`src/block_move_pkg.sv`:
```
// constants, encodings and state types shared by the block-move executor
// assumes one core clock domain; memory region and wait-state hints come from the core
package block_move_pkg;

  // ----------------------------------------------------------------
  // widths
  // ----------------------------------------------------------------
  localparam int unsigned WORD_W = 16;
  localparam int unsigned CYC_W  = 24;
  localparam int unsigned CNT_W  = 17;
  localparam int unsigned WAIT_W = 4;

  // ----------------------------------------------------------------
  // opcode high bytes (bits 15:8); bit 7 selects indirect addressing
  // ----------------------------------------------------------------
  localparam logic [7:0] OP_DD_KSRC = 8'ha8;
  localparam logic [7:0] OP_DD_KDST = 8'ha9;
  localparam logic [7:0] OP_DD_BSRC = 8'hac;
  localparam logic [7:0] OP_DD_BDST = 8'had;
  localparam logic [7:0] OP_DP      = 8'h57;
  localparam logic [7:0] OP_PD_K    = 8'ha5;
  localparam logic [7:0] OP_PD_B    = 8'ha4;
  localparam int unsigned IND_BIT   = 7;

  // ----------------------------------------------------------------
  // instruction lengths and pointer step
  // ----------------------------------------------------------------
  localparam logic [1:0]        WORDS_LONG  = 2'h2;
  localparam logic [1:0]        WORDS_SHORT = 2'h1;
  localparam logic [WORD_W-1:0] PTR_STEP    = 16'h0001;
  localparam logic [WORD_W-1:0] EXT_BASE    = 16'h8000;

  // ----------------------------------------------------------------
  // cycle figures
  // ----------------------------------------------------------------
  localparam logic [CYC_W-1:0] CYC_ONE       = 24'h000001;
  localparam logic [CYC_W-1:0] CYC_ONCHIP    = 24'h000002;
  localparam logic [CYC_W-1:0] CYC_DST_EXT   = 24'h000003;
  localparam logic [CYC_W-1:0] CYC_REP_BOTHX = 24'h000004;
  localparam logic [CYC_W-1:0] CYC_CODE_DSTX = 24'h000002;
  localparam logic [CYC_W-1:0] CYC_REP_CONFL = 24'h000002;

  // ----------------------------------------------------------------
  // types
  // ----------------------------------------------------------------
  typedef enum logic [1:0] {REG_DUAL = 2'h0, REG_SINGLE = 2'h1, REG_EXT = 2'h2} region_t;

  typedef enum logic [2:0] {
    K_DD_KSRC = 3'h0, K_DD_KDST = 3'h1, K_DD_BSRC = 3'h2, K_DD_BDST = 3'h3,
    K_DP      = 3'h4, K_PD_K    = 3'h5, K_PD_B    = 3'h6, K_BAD     = 3'h7
  } kind_t;

  typedef enum logic [1:0] {ST_IDLE = 2'h0, ST_RUN = 2'h1} state_t;

endpackage

```
`src/block_move_execution.sv`:
```
// block-move executor: data-to-data, data-to-program and program-to-data moves
// assumes the core holds the instruction stable while i_instr_valid and o_instr_ready meet,
// that memories answer a read in the granted cycle, and that region hints describe the operands

// ------------------------------------------------------------------
// word fifo
// ------------------------------------------------------------------
module move_fifo #(
  parameter int unsigned WIDTH = 16,
  parameter int unsigned DEPTH = 4
) (
  input  wire logic             i_core_clk,
  input  wire logic             i_rst_n,
  input  wire logic             i_in_valid,
  output logic                  o_in_ready,
  input  wire logic [WIDTH-1:0] i_in_data,
  output logic                  o_out_valid,
  input  wire logic             i_out_ready,
  output logic      [WIDTH-1:0] o_out_data
);
  localparam int unsigned AW = $clog2(DEPTH);

  typedef struct packed {
    logic [DEPTH-1:0][WIDTH-1:0] mem;
    logic [AW:0]                 cnt;
    logic [AW-1:0]               rp;
    logic [AW-1:0]               wp;
  } fifo_t;

  fifo_t q;
  fifo_t d;
  logic  push;
  logic  pop;

  assign o_in_ready  = (q.cnt != (AW+1)'(DEPTH));
  assign o_out_valid = (q.cnt != '0);
  assign o_out_data  = q.mem[q.rp];
  assign push        = i_in_valid && o_in_ready;
  assign pop         = o_out_valid && i_out_ready;

  always_comb
  begin
    d = q;
    if (push)
    begin
      d.mem[q.wp] = i_in_data;
      d.wp        = (q.wp == AW'(DEPTH - 1)) ? '0 : q.wp + AW'(1);
    end
    if (pop)
    begin
      d.rp = (q.rp == AW'(DEPTH - 1)) ? '0 : q.rp + AW'(1);
    end
    d.cnt = q.cnt + (AW+1)'(push) - (AW+1)'(pop);
  end

  always_ff @(posedge i_core_clk or negedge i_rst_n)
  begin
    if (!i_rst_n)
      q <= '0;
    else
      q <= d;
  end
endmodule // move_fifo

// ------------------------------------------------------------------
// executor
// ------------------------------------------------------------------
module block_move_execution
  import block_move_pkg::*;
(
  input  wire logic              i_core_clk,
  input  wire logic              i_rst_n,
  input  wire logic              i_instr_valid,
  output logic                   o_instr_ready,
  input  wire logic [WORD_W-1:0] i_instr,
  input  wire logic [WORD_W-1:0] i_instr_ext,
  input  wire logic              i_rpt_active,
  input  wire logic [WORD_W-1:0] i_rpt_count,
  input  wire logic [WORD_W-1:0] i_block_move_address_reg,
  input  wire logic [8:0]        i_data_page,
  input  wire logic [WORD_W-1:0] i_aux_addr,
  input  wire logic [WORD_W-1:0] i_aux_step,
  input  wire logic [WORD_W-1:0] i_pfc,
  input  wire logic [1:0]        i_src_region,
  input  wire logic [1:0]        i_dst_region,
  input  wire logic [1:0]        i_code_region,
  input  wire logic              i_same_src_dst,
  input  wire logic              i_same_src_code,
  input  wire logic              i_same_dst_code,
  input  wire logic [WAIT_W-1:0] i_src_wait,
  input  wire logic [WAIT_W-1:0] i_dst_wait,
  input  wire logic [WAIT_W-1:0] i_code_wait,
  output logic                   o_rd_req,
  input  wire logic              i_rd_gnt,
  input  wire logic [WORD_W-1:0] i_rd_data,
  output logic      [WORD_W-1:0] o_rd_addr,
  output logic                   o_rd_prog,
  output logic                   o_rd_ext,
  output logic                   o_wr_req,
  input  wire logic              i_wr_gnt,
  output logic      [WORD_W-1:0] o_wr_addr,
  output logic      [WORD_W-1:0] o_wr_data,
  output logic                   o_wr_prog,
  output logic                   o_wr_ext,
  output logic                   o_ar_modify,
  output logic                   o_busy,
  output logic                   o_done,
  output logic                   o_illegal,
  output logic      [1:0]        o_words,
  output logic                   o_irq_inhibit,
  output logic      [WORD_W-1:0] o_pfc,
  output logic      [CYC_W-1:0]  o_cycles
);

  typedef struct packed {
    state_t            st;
    kind_t             kind;
    logic              rep;
    logic              ind;
    logic              src_pfc;
    logic [CNT_W-1:0]  left_rd;
    logic [CNT_W-1:0]  left_wr;
    logic [WORD_W-1:0] rd_ptr;
    logic [WORD_W-1:0] wr_ptr;
    logic [WORD_W-1:0] rd_step;
    logic [WORD_W-1:0] wr_step;
    logic              rd_prog;
    logic              wr_prog;
    logic [WORD_W-1:0] prefetch_counter;
    logic [WORD_W-1:0] microcall_stack;
    logic [CYC_W-1:0]  cyc;
    logic [CYC_W-1:0]  target;
    logic [1:0]        words;
    logic              done;
    logic              illegal;
    logic              inhibit;
  } exec_t;

  exec_t q;
  exec_t d;

  // ----------------------------------------------------------------
  // helpers
  // ----------------------------------------------------------------
  // the indirect flag sits in the low byte, so the whole high byte must match
  function automatic kind_t decode(input logic [7:0] op);
    case (op)
      OP_DD_KSRC: decode = K_DD_KSRC;
      OP_DD_KDST: decode = K_DD_KDST;
      OP_DD_BSRC: decode = K_DD_BSRC;
      OP_DD_BDST: decode = K_DD_BDST;
      OP_DP:      decode = K_DP;
      OP_PD_K:    decode = K_PD_K;
      OP_PD_B:    decode = K_PD_B;
      default:    decode = K_BAD;
    endcase
  endfunction

  function automatic logic is_ext(input logic [WORD_W-1:0] a);
    is_ext = (a >= EXT_BASE);
  endfunction

  // total busy cycles from region hints; n is the word count
  function automatic logic [CYC_W-1:0] calc_cycles(
    input logic block_move_address_reg_form, input logic move_data_to_program, input logic rep, input logic [CNT_W-1:0] n,
    input region_t s, input region_t dr, input region_t c,
    input logic ssd, input logic ssc, input logic sdc,
    input logic [WAIT_W-1:0] ws, input logic [WAIT_W-1:0] wd, input logic [WAIT_W-1:0] wc);
    logic [CYC_W-1:0] nn;
    logic [CYC_W-1:0] t;
    logic             sx;
    logic             dx;
    nn = CYC_W'(n);
    sx = (s == REG_EXT);
    dx = (dr == REG_EXT);
    if (!rep)
    begin
      if (sx && dx)
        t = CYC_DST_EXT + CYC_W'(ws) + CYC_W'(wd);
      else if (dx)
        t = CYC_DST_EXT + CYC_W'(wd);
      else if (sx)
        t = CYC_ONCHIP + CYC_W'(ws);
      else
        t = CYC_ONCHIP;
      if (!dx && dr == REG_SINGLE && sdc)
        t = t + CYC_ONE;
    end
    else
    begin
      if (sx && dx)
        t = CYC_REP_BOTHX * nn - CYC_ONE + nn * CYC_W'(ws) + nn * CYC_W'(wd);
      else if (dx)
        t = CYC_ONCHIP * nn + CYC_ONE + nn * CYC_W'(wd);
      else if (sx)
        t = nn + CYC_ONE + nn * CYC_W'(ws);
      else if (ssd && s == REG_SINGLE && dr == REG_SINGLE)
        t = sdc ? CYC_ONCHIP * nn + CYC_ONE : CYC_ONCHIP * nn - CYC_ONE;
      else if (dr == REG_SINGLE && sdc)
        t = nn + CYC_ONE + CYC_REP_CONFL;
      else
        t = nn + CYC_ONE;
    end
    if (move_data_to_program && ssc && s == REG_SINGLE)
      t = t + CYC_ONE;
    if (block_move_address_reg_form)
      t = t + CYC_ONE;
    if (c == REG_EXT)
      t = t + (block_move_address_reg_form ? CYC_ONCHIP * CYC_W'(wc) : CYC_W'(wc)) + (dx ? CYC_CODE_DSTX : '0);
    calc_cycles = t;
  endfunction

  // ----------------------------------------------------------------
  // data path
  // ----------------------------------------------------------------
  logic              rd_fire;
  logic              wr_fire;
  logic              fifo_in_ready;
  logic              fifo_out_valid;
  logic [WORD_W-1:0] fifo_out_data;

  move_fifo #(.WIDTH(WORD_W), .DEPTH(4)) u_fifo (
    .i_core_clk  (i_core_clk),
    .i_rst_n     (i_rst_n),
    .i_in_valid  (rd_fire),
    .o_in_ready  (fifo_in_ready),
    .i_in_data   (i_rd_data),
    .o_out_valid (fifo_out_valid),
    .i_out_ready (i_wr_gnt),
    .o_out_data  (fifo_out_data)
  );

  // a full fifo stalls the reads, so a slow destination throttles the source
  assign o_rd_req      = (q.st == ST_RUN) && (q.left_rd != '0) && fifo_in_ready;
  assign rd_fire       = o_rd_req && i_rd_gnt;
  assign o_wr_req      = fifo_out_valid;
  assign wr_fire       = o_wr_req && i_wr_gnt;
  assign o_rd_addr     = q.rd_ptr;
  assign o_wr_addr     = q.wr_ptr;
  assign o_wr_data     = fifo_out_data;
  assign o_rd_prog     = q.rd_prog;
  assign o_wr_prog     = q.wr_prog;
  assign o_rd_ext      = is_ext(q.rd_ptr);
  assign o_wr_ext      = is_ext(q.wr_ptr);
  assign o_ar_modify   = q.ind && (q.src_pfc ? wr_fire : rd_fire);
  assign o_instr_ready = (q.st == ST_IDLE);
  assign o_busy        = (q.st == ST_RUN);
  assign o_done        = q.done;
  assign o_illegal     = q.illegal;
  assign o_words       = q.words;
  assign o_irq_inhibit = q.inhibit;
  assign o_pfc         = q.prefetch_counter;
  assign o_cycles      = q.target;

  // ----------------------------------------------------------------
  // control
  // ----------------------------------------------------------------
  always_comb
  begin
    kind_t             k;
    logic              longf;
    logic              ind;
    logic [WORD_W-1:0] opnd;
    logic [WORD_W-1:0] ostep;
    logic [WORD_W-1:0] kval;
    logic              spfc;
    logic [CNT_W-1:0]  n;
    logic [CNT_W-1:0]  left_after;
    k          = decode(i_instr[15:8]);
    longf      = (k == K_DD_KSRC) || (k == K_DD_KDST) || (k == K_PD_K);
    ind        = i_instr[IND_BIT];
    opnd       = ind ? i_aux_addr : {i_data_page, i_instr[6:0]};
    ostep      = ind ? i_aux_step : '0;
    kval       = longf ? i_instr_ext : i_block_move_address_reg;
    spfc       = (k == K_DD_KSRC) || (k == K_DD_BSRC) || (k == K_PD_K) || (k == K_PD_B);
    n          = i_rpt_active ? CNT_W'(i_rpt_count) + CNT_W'(1) : CNT_W'(1);
    left_after = q.left_wr - CNT_W'(wr_fire);
    d          = q;
    d.done     = 1'b0;
    d.illegal  = 1'b0;
    case (q.st)
      ST_IDLE:
      begin
        if (i_instr_valid)
        begin
          if (k == K_BAD)
            d.illegal = 1'b1;
          else
          begin
            d.st      = ST_RUN;
            d.kind    = k;
            d.rep     = i_rpt_active;
            d.ind     = ind;
            d.src_pfc = spfc;
            d.rd_ptr  = spfc ? kval : opnd;
            d.rd_step = spfc ? PTR_STEP : ostep;
            d.wr_ptr  = spfc ? opnd : kval;
            d.wr_step = spfc ? ostep : PTR_STEP;
            d.rd_prog = (k == K_PD_K) || (k == K_PD_B);
            d.wr_prog = (k == K_DP);
            d.microcall_stack     = i_pfc;
            d.prefetch_counter     = kval;
            d.words   = longf ? WORDS_LONG : WORDS_SHORT;
            d.left_rd = n;
            d.left_wr = n;
            d.cyc     = '0;
            d.inhibit = i_rpt_active;
            d.target  = calc_cycles(!longf && (k != K_DP), k == K_DP, i_rpt_active, n,
                                    region_t'(i_src_region), region_t'(i_dst_region),
                                    region_t'(i_code_region), i_same_src_dst,
                                    i_same_src_code, i_same_dst_code,
                                    i_src_wait, i_dst_wait, i_code_wait);
          end
        end
      end
      ST_RUN:
      begin
        d.cyc = q.cyc + CYC_ONE;
        if (rd_fire)
        begin
          d.rd_ptr  = q.rd_ptr + q.rd_step;
          d.left_rd = q.left_rd - CNT_W'(1);
          if (q.src_pfc)
            d.prefetch_counter = q.prefetch_counter + PTR_STEP;
        end
        if (wr_fire)
        begin
          d.wr_ptr  = q.wr_ptr + q.wr_step;
          d.left_wr = left_after;
          if (!q.src_pfc)
            d.prefetch_counter = q.prefetch_counter + PTR_STEP;
        end
        if ((left_after == '0) && (q.cyc + CYC_ONE >= q.target))
        begin
          d.st      = ST_IDLE;
          d.done    = 1'b1;
          d.prefetch_counter     = q.microcall_stack;
          d.inhibit = 1'b0;
        end
      end
      default:
        d.st = ST_IDLE;
    endcase
  end

  always_ff @(posedge i_core_clk or negedge i_rst_n)
  begin
    if (!i_rst_n)
      q <= '0;
    else
      q <= d;
  end

  logic start;
  assign start = o_instr_ready && i_instr_valid && (decode(i_instr[15:8]) != K_BAD);
endmodule // block_move_execution

```
`config.mk`:
```
export PLATFORM = sky130hd
export DESIGN_NAME = block_move_execution
export DESIGN_NICKNAME = d
export VERILOG_FILES = /design/src/block_move_pkg.sv /design/src/block_move_execution.sv
export SDC_FILE = /design/constraint.sdc
export NUM_CORES = 1
export LEC_CHECK = 0
export BUFFER_PORTS_ARGS = -buffer_cell sky130_fd_sc_hd__buf_2
export CAP_MARGIN = 40
export CORE_ASPECT_RATIO = 1.4
export CORE_MARGIN = 2
export CORE_UTILIZATION = 45
export DETAILED_ROUTE_END_ITERATION = 12
export GPL_ROUTABILITY_DRIVEN = 0
export HOLD_SLACK_MARGIN = 0.06
export PLACE_DENSITY = 0.7
export SYNTH_ARGS = -nofsm -noshare
export SYNTH_HDL_FRONTEND = slang
export SYNTH_HIERARCHICAL = 1
export SYNTH_SLANG_ARGS = --single-unit
export TNS_END_PERCENT = 5
```
`constraint.sdc`:
```
create_clock -name i_core_clk -period 4.4 [get_ports i_core_clk]
set_input_delay 0.88 -clock i_core_clk [delete_from_list [all_inputs] [get_ports i_core_clk]]
set_output_delay 0.88 -clock i_core_clk [all_outputs]
set_load 0.03 [all_outputs]
```
# After elaboration in Yosys (flattened, before gate mapping)
# Index checks and enable logic that the tools add are counted.
[totals]
elab_cells = 202
regBits = 264
input_bits = 164
output_inout_bits = 102
[op_classes]
n_reduce_logical = 37
magnitude_cmp = 6
multipliers = 2
n_eq_ne = 28
n_mux = 71
addsub = 29
bitwise = 1
[ops]
columns = ["op", "count"]
rows = [
  ["24-bit 2-to-1 mux", 24],
  ["190-bit 2-to-1 mux", 2],
  ["16-bit 2-to-1 mux", 16],
  ["66-bit one-hot mux with 2 select lines", 1],
  ["24-bit by 1-bit adder with 24-bit output (second input constant)", 4],
  ["64-bit bitwise mux", 1],
  ["17-bit 2-to-1 mux", 3],
  ["24-bit by 21-bit adder with 24-bit output", 2],
  ["8-bit == test (second input constant)", 6],
  ["24-bit one-hot mux with 2 select lines", 1],
  ["17-bit by 4-bit multiplier with 21-bit output", 2],
  ["16-bit adder", 2],
  ["16-bit binary-select mux with 2-bit select", 1],
  ["16-bit demux with 2-bit select", 1],
  ["16-bit greater-or-equal comparator (second input constant)", 2],
  ["16-bit one-hot mux with 2 select lines", 1],
  ["23-bit by 22-bit adder with 24-bit output", 1],
  ["24-bit by 2-bit adder with 24-bit output", 1],
  ["24-bit by 2-bit adder with 24-bit output (second input constant)", 1],
  ["24-bit by 5-bit adder with 24-bit output", 1],
  ["24-bit greater-or-equal comparator", 1],
  ["20-bit by 22-bit adder with 23-bit output", 1],
  ["3-bit one-hot mux with 7 select lines", 1],
  ["19-bit by 1-bit subtractor with 20-bit output (second input constant)", 1],
  ["41 further kinds", 97],
]

# Depth between registers and ports, before layout
[depth]
depth_word = 30
depth_mapped = 42
depth_no_buf = 37

# Cells and area by module
# Netlist, hierarchy kept.
[modules_own_cells]
columns = ["mod", "cells_each", "seq_area_each_um2", "area_per_inst_um2", "n_inst"]
rows = [
  ["block_move_execution", 3263, 4704.5, 25401.9, 1],
  ["move_fifo", 194, 1776.7, 3403.3, 1],
]

# Worst setup path after synthesis
# No wires, ideal clock.
[synth_timing]
kind = "input port to flip-flop"
start = "in i_rpt_active"
end = "reg q (netlist bit o_cycles[23])"
setup_ns = 0.082
t_required_ns = 4.318
path_slack_ns = -5.386
path_buffers = 6
path_stages = 35
t_arrival_ns = 9.704
cell_sequence = "buf_2 buf_2 buf_1 buf_2 buf_2 clkbuf_1 and2_1 nand2_1 fa_1 inv_1 fa_1 ha_1 a211oi_1 o21ai_0 a21o_1 a21oi_1 xnor2_1 fa_1 ha_1 a21o_1 a2111oi_0 a21oi_1 xnor2_1 o21ai_0 a21oi_1 a211oi_1 nand3_1 or4_4 o31a_1 o211a_1 o21ai_1 nor4_1 or4_1 or4_1 a31oi_1"
[synth_via]
elab_chain_len = 25
word_cells_on_any_way = 35
classes_between = "13 x add/sub; 2 x mul; 20 x mux"
[synth_lines]
columns = ["element", "line_no", "source"]
rows = [
  ["start: declaration", "block_move_execution.sv:77", "input wire logic i_rpt_active,"],
  ["parallel branches: the longest is 8 deep, another holds 23-bit by 22-bit adder with 24-bit output", "--", ""],
  ["24-bit 2-to-1 mux *", "block_move_execution.sv:176", "if (!rep)"],
  ["24-bit 2-to-1 mux *", "block_move_execution.sv:286", "if (k == K_BAD)"],
  ["24-bit 2-to-1 mux *", "block_move_execution.sv:284", "if (i_instr_valid)"],
  ["24-bit 2-to-1 mux *", "block_move_execution.sv:281", "case (q.st)"],
  ["24-bit by 1-bit adder with 24-bit output", "block_move_execution.sv:205", "t = t + CYC_ONE;"],
  ["24-bit 2-to-1 mux *", "block_move_execution.sv:204", "if (move_data_to_program && ssc && s == REG_SINGLE)"],
  ["24-bit 2-to-1 mux *", "block_move_execution.sv:286", ""],
  ["[... 2 more ...]", "--", ""],
  ["24-bit by 1-bit adder with 24-bit output", "block_move_execution.sv:207", "t = t + CYC_ONE;"],
  ["24-bit 2-to-1 mux *", "block_move_execution.sv:206", "if (block_move_address_reg_form)"],
  ["24-bit 2-to-1 mux *", "block_move_execution.sv:286", ""],
  ["24-bit 2-to-1 mux *", "block_move_execution.sv:284", ""],
  ["24-bit 2-to-1 mux *", "block_move_execution.sv:281", ""],
  ["24-bit by 5-bit adder with 24-bit output", "block_move_execution.sv:209", "t = t + (block_move_address_reg_form ? CYC_ONCHIP * CYC_W'(wc) : CYC_W'(wc)) + (dx ? CYC_CODE_DSTX : '0);"],
  ["24-bit by 2-bit adder with 24-bit output", "block_move_execution.sv:209", ""],
  ["24-bit 2-to-1 mux *", "block_move_execution.sv:208", "if (c == REG_EXT)"],
  ["end signal: assignment", "block_move_execution.sv:349", "q <= '0;"],
  ["end signal: assignment", "block_move_execution.sv:351", "q <= d;"],
  ["end: declaration", "block_move_execution.sv:139", "exec_t q;"],
]
# Mark *: on every way between the ends. The select of a mux whose other input is x is not followed.
# A chain may end at the register's enable or synchronous reset.

# Worst setup path in the final report
[layout_timing]
start = "in i_rpt_count[2]"
end = "reg q (netlist bit o_cycles[23])"
[layout_via]
elab_chain_len = 26
word_cells_on_any_way = 36
classes_between = "14 x add/sub; 2 x mul; 20 x mux"
[layout_lines]
columns = ["element", "line_no", "source"]
rows = [
  ["start: declaration", "block_move_execution.sv:78", "input wire logic [WORD_W-1:0] i_rpt_count,"],
  ["16-bit by 1-bit adder with 17-bit output *", "block_move_execution.sv:276", "n = i_rpt_active ? CNT_W'(i_rpt_count) + CNT_W'(1) : CNT_W'(1);"],
  ["17-bit 2-to-1 mux *", "block_move_execution.sv:276", ""],
  ["parallel branches: the longest is 6 deep, another holds 23-bit by 22-bit adder with 24-bit output", "--", ""],
  ["24-bit 2-to-1 mux *", "block_move_execution.sv:191", "if (sx && dx)"],
  ["24-bit 2-to-1 mux *", "block_move_execution.sv:176", ""],
  ["24-bit 2-to-1 mux *", "block_move_execution.sv:286", ""],
  ["24-bit 2-to-1 mux *", "block_move_execution.sv:284", ""],
  ["24-bit 2-to-1 mux *", "block_move_execution.sv:281", ""],
  ["[... 5 more ...]", "--", ""],
  ["24-bit by 1-bit adder with 24-bit output", "block_move_execution.sv:207", ""],
  ["24-bit 2-to-1 mux *", "block_move_execution.sv:206", ""],
  ["24-bit 2-to-1 mux *", "block_move_execution.sv:286", ""],
  ["24-bit 2-to-1 mux *", "block_move_execution.sv:284", ""],
  ["24-bit 2-to-1 mux *", "block_move_execution.sv:281", ""],
  ["24-bit by 5-bit adder with 24-bit output", "block_move_execution.sv:209", ""],
  ["24-bit by 2-bit adder with 24-bit output", "block_move_execution.sv:209", ""],
  ["24-bit 2-to-1 mux *", "block_move_execution.sv:208", ""],
]
# Marks and branches as above.

==> results.md <==
- Synth warnings: 6
- Pleak: 18.70 nW
- Post-Route WL: 98.04 mm
- Starting density of the core: 45.52%
- Post-Synthesis Cells: 3457
- Status: finished, violations left
- Largest net degree at the start of global routing: 107
- Crit-path max cell delay: 550 ps
- Post-DR vias/cell: 5.727
- Worst Skew: 39.32 ps
- Failing checks: setup timing
- Met2 usage in global routing: 52.40%
- # fillers: 5461
- DRC viols: 0
- Diodes inserted: 0
- I/O pins: 266
- Met1 Resource Use GR: 32.79%
- Nets: 4752
- Die X-Extent: 217.8 um
- Worst Setup End Kind: flip-flop
- CTS tree: done
- RSZ-0062 raised after global routing: yes
- Clk_lat worst skew: 540 ps
- Final hold vios: 0
- Period minus WS final: 8464 ps
- Clock Tree Buf Depth: 3
- Global route hottest layer: met2
- Tightest Hold Check Type: in -> async
- Ys flop type: dfrtp_1
- Pre-antenna DRT Iters: 9
- Peak Freq: 118.1 MHz
- Max-slew violation count: 0
- Final worst-path setup slack: -4064 ps
- Synth top cells by count: nand2_1 (425), dfrtp_1 (259), inv_1 (249)
- Die Y: 303.4 um
- Startpoint type of the worst setup path: input port
- Initial antenna violation count: 2
- Cts bufs inserted: 23
- Core footprint: 63280 um2
- Port Buf Inserts: 265
- Drt wl/cell: 19.05 um
- Via count: 29480
- Most frequent cell after synthesis: nand2_1
- Place WS: -4715 ps
- Setup Crit Path Kind: in -> reg
- Main area contributors after synthesis: dfrtp_1 (23%), ha_1 (8.9%), fa_1 (5.6%)
- Seq/Total Area, Yosys: 22.50%
- GR Overflow Total: 0
- Share of cells above drive strength 1: 33.72%
- First-pass GRT wire length: 154.2 mm
- Reg2Reg Depth: 15
- Max Cap Violations: 0
- Fin Setup TNS: -64980 ps
- Cell Pwr Density: 398.7 nW/um2
- Area Growth Syn to Fin: 32.08%
- WP data arrival: 8930 ps
- Sink Count: 259
- Period utilisation layout: 192.4%
- Worst endpoint required time: 4870 ps
- Crit path max-delay family: simple AND/OR/NAND/NOR gates
- Max FO, Critical Path: 6
- VDD IR-drop max: 600.7 uV
- WP buf/inv: 7
- Die area: 66080 um2
- Post-synth EDFFs: 0
- Root Driver: clkbuf_16
- Initial DRC Count: 2343
- FP Rows: 109
- Worst-path clk slew: 70 ps
- H-tree depth: 1
- Tot Pwr: 0.01517 W
- Critical path depth: 36
- Vias in the first global route: 29820
- Tightest Pin Transition: 874.9 ps
- Slowest cell on crit path: fa_1
- Total global routing track utilization: 29.12%
- Async S/R FF share, synth: 100.0%
- Synthesized area: 28810 um2
- Core Util, Final: 60.12%
- Final Setup Violations: 24
- Avg Inst Size Synth: 8.332 um2
- Synth Register Bits: 259
- Synth cell types: 118
- Synth area leader: dfrtp_1
- Hold_buf cts: 0
- Post-DRT Antenna Nets: 0
- Post-synth top area share: 22.50%
- Final HPWL DP: 78.52 mm
- Met3 Resource Use GR: 2.969%
- Worst relative slew slack: 41.61%
[sequential cells by signal, indices dropped and copies added, names as in the netlist, 2 cells and up]
| signal | flops |
|---|---|
| o_cycles | 24 |
| o_pfc | 16 |
| o_rd_addr | 16 |
| o_words | 2 |
| o_wr_addr | 16 |
| q | 109 |
| u_fifo/q | 71 |
[worst reg2reg max path: cells and delay by family, from the launching register on]
family	cells	cell delay, ps
XOR/XNOR	1	70
AND/OR/NAND/NOR	10	2490
flip-flops	1	430
AO/OA/AOI/OAI	3	860
multiplexers	1	110
[layer usage]
layer  routed length (um)  part of all wire, %  vias up
li1                     -                    -    13970
met1                37250                   38    14210
met2                48520                   49      972
met3                 5049                  5.2      329
met4                 7202                  7.3        2
met5                   15                0.015        -
[final timing paths]
| path | start | to | slack, ps |
|---|---|---|---|
| max | i_rpt_count[2] | o_cycles[23] | -4060 |
| min | i_rst_n | u_fifo/q[25] | 380 |
| max reg2reg | q[172] | o_pfc[13] | 370 |
| min reg2reg | q[67] | o_pfc[14] | 470 |
| max in group asynchronous | i_rst_n | o_cycles[18] | 3110 |
| min in group i_core_clk | q[67] | o_pfc[14] | 470 |
[stage by stage]
stage / area [um2] / hold slack, ps / std cells
2_1_floorplan: 29270 / 438.0 / 3458
6_report: 38050 / 384.1 / 5147
4_1_cts: 37510 / 454.5 / 5126
3_5_place_dp: 36060 / 455.2 / 5062
3_3_place_gp: 36030 / 450.2 / 5060
5_1_grt: 38050 / 488.8 / 5147
[final cells by class]
cell class | count | area [um2] | area share, %
Inverter | 255 | 959.7 | 2.522
Tap cell | 832 | 1041 | 2.736
Sequential cell | 259 | 6482 | 17.04
Multi-Input combinational cell | 2701 | 21280 | 55.93
Clock buffer | 34 | 686.9 | 1.806
Timing Repair Buffer | 1061 | 7516 | 19.76
Clock inverter | 5 | 78.83 | 0.2072
[cells in the final DEF (no fill, tap or decap), drive strengths merged, types with 50 or more instances in the layout]
cell / netlist / routed
xnor2: 156 / 156
mux2: 87 / 87
o21ai: 176 / 176
xor2: 76 / 76
inv: 253 / 254
a21o: 65 / 65
and3: 50 / 50
fa: 81 / 81
nand3: 101 / 101
ha: 206 / 206
nor3: 59 / 59
nor2: 204 / 204
dfrtp: 259 / 259
a21oi: 150 / 150
mux2i: 54 / 54
and2: 91 / 91
nand2: 426 / 426
buf: 116 / 1058
[timing repair]
action	in CTS	in global routing
setup endpoints to repair	24	29
buffers inserted	25	21
resized for setup	106	92
pin swaps	73	83
[cell families after synthesis]
logic type | after synthesis | synth area share [%]
adders and majority gates | 287 | 14.58
and+or+nand+nor | 1211 | 21.14
xor gates and xnor gates | 233 | 7.137
buffers and inverters | 498 | 7.949
muxes | 157 | 7.076
DFF | 259 | 22.50
other | 1 | 0.01302
AOI/OAI and AO/OA | 811 | 19.61
[where the power goes]
group	total, W	internal (W)	switching (W)
Combinational	0.00925	0.00438	0.00487
Sequential	0.00379	0.00313	0.000666
Clock	0.00212	0.00120	0.000924
(Power assumes the default switching activity.)
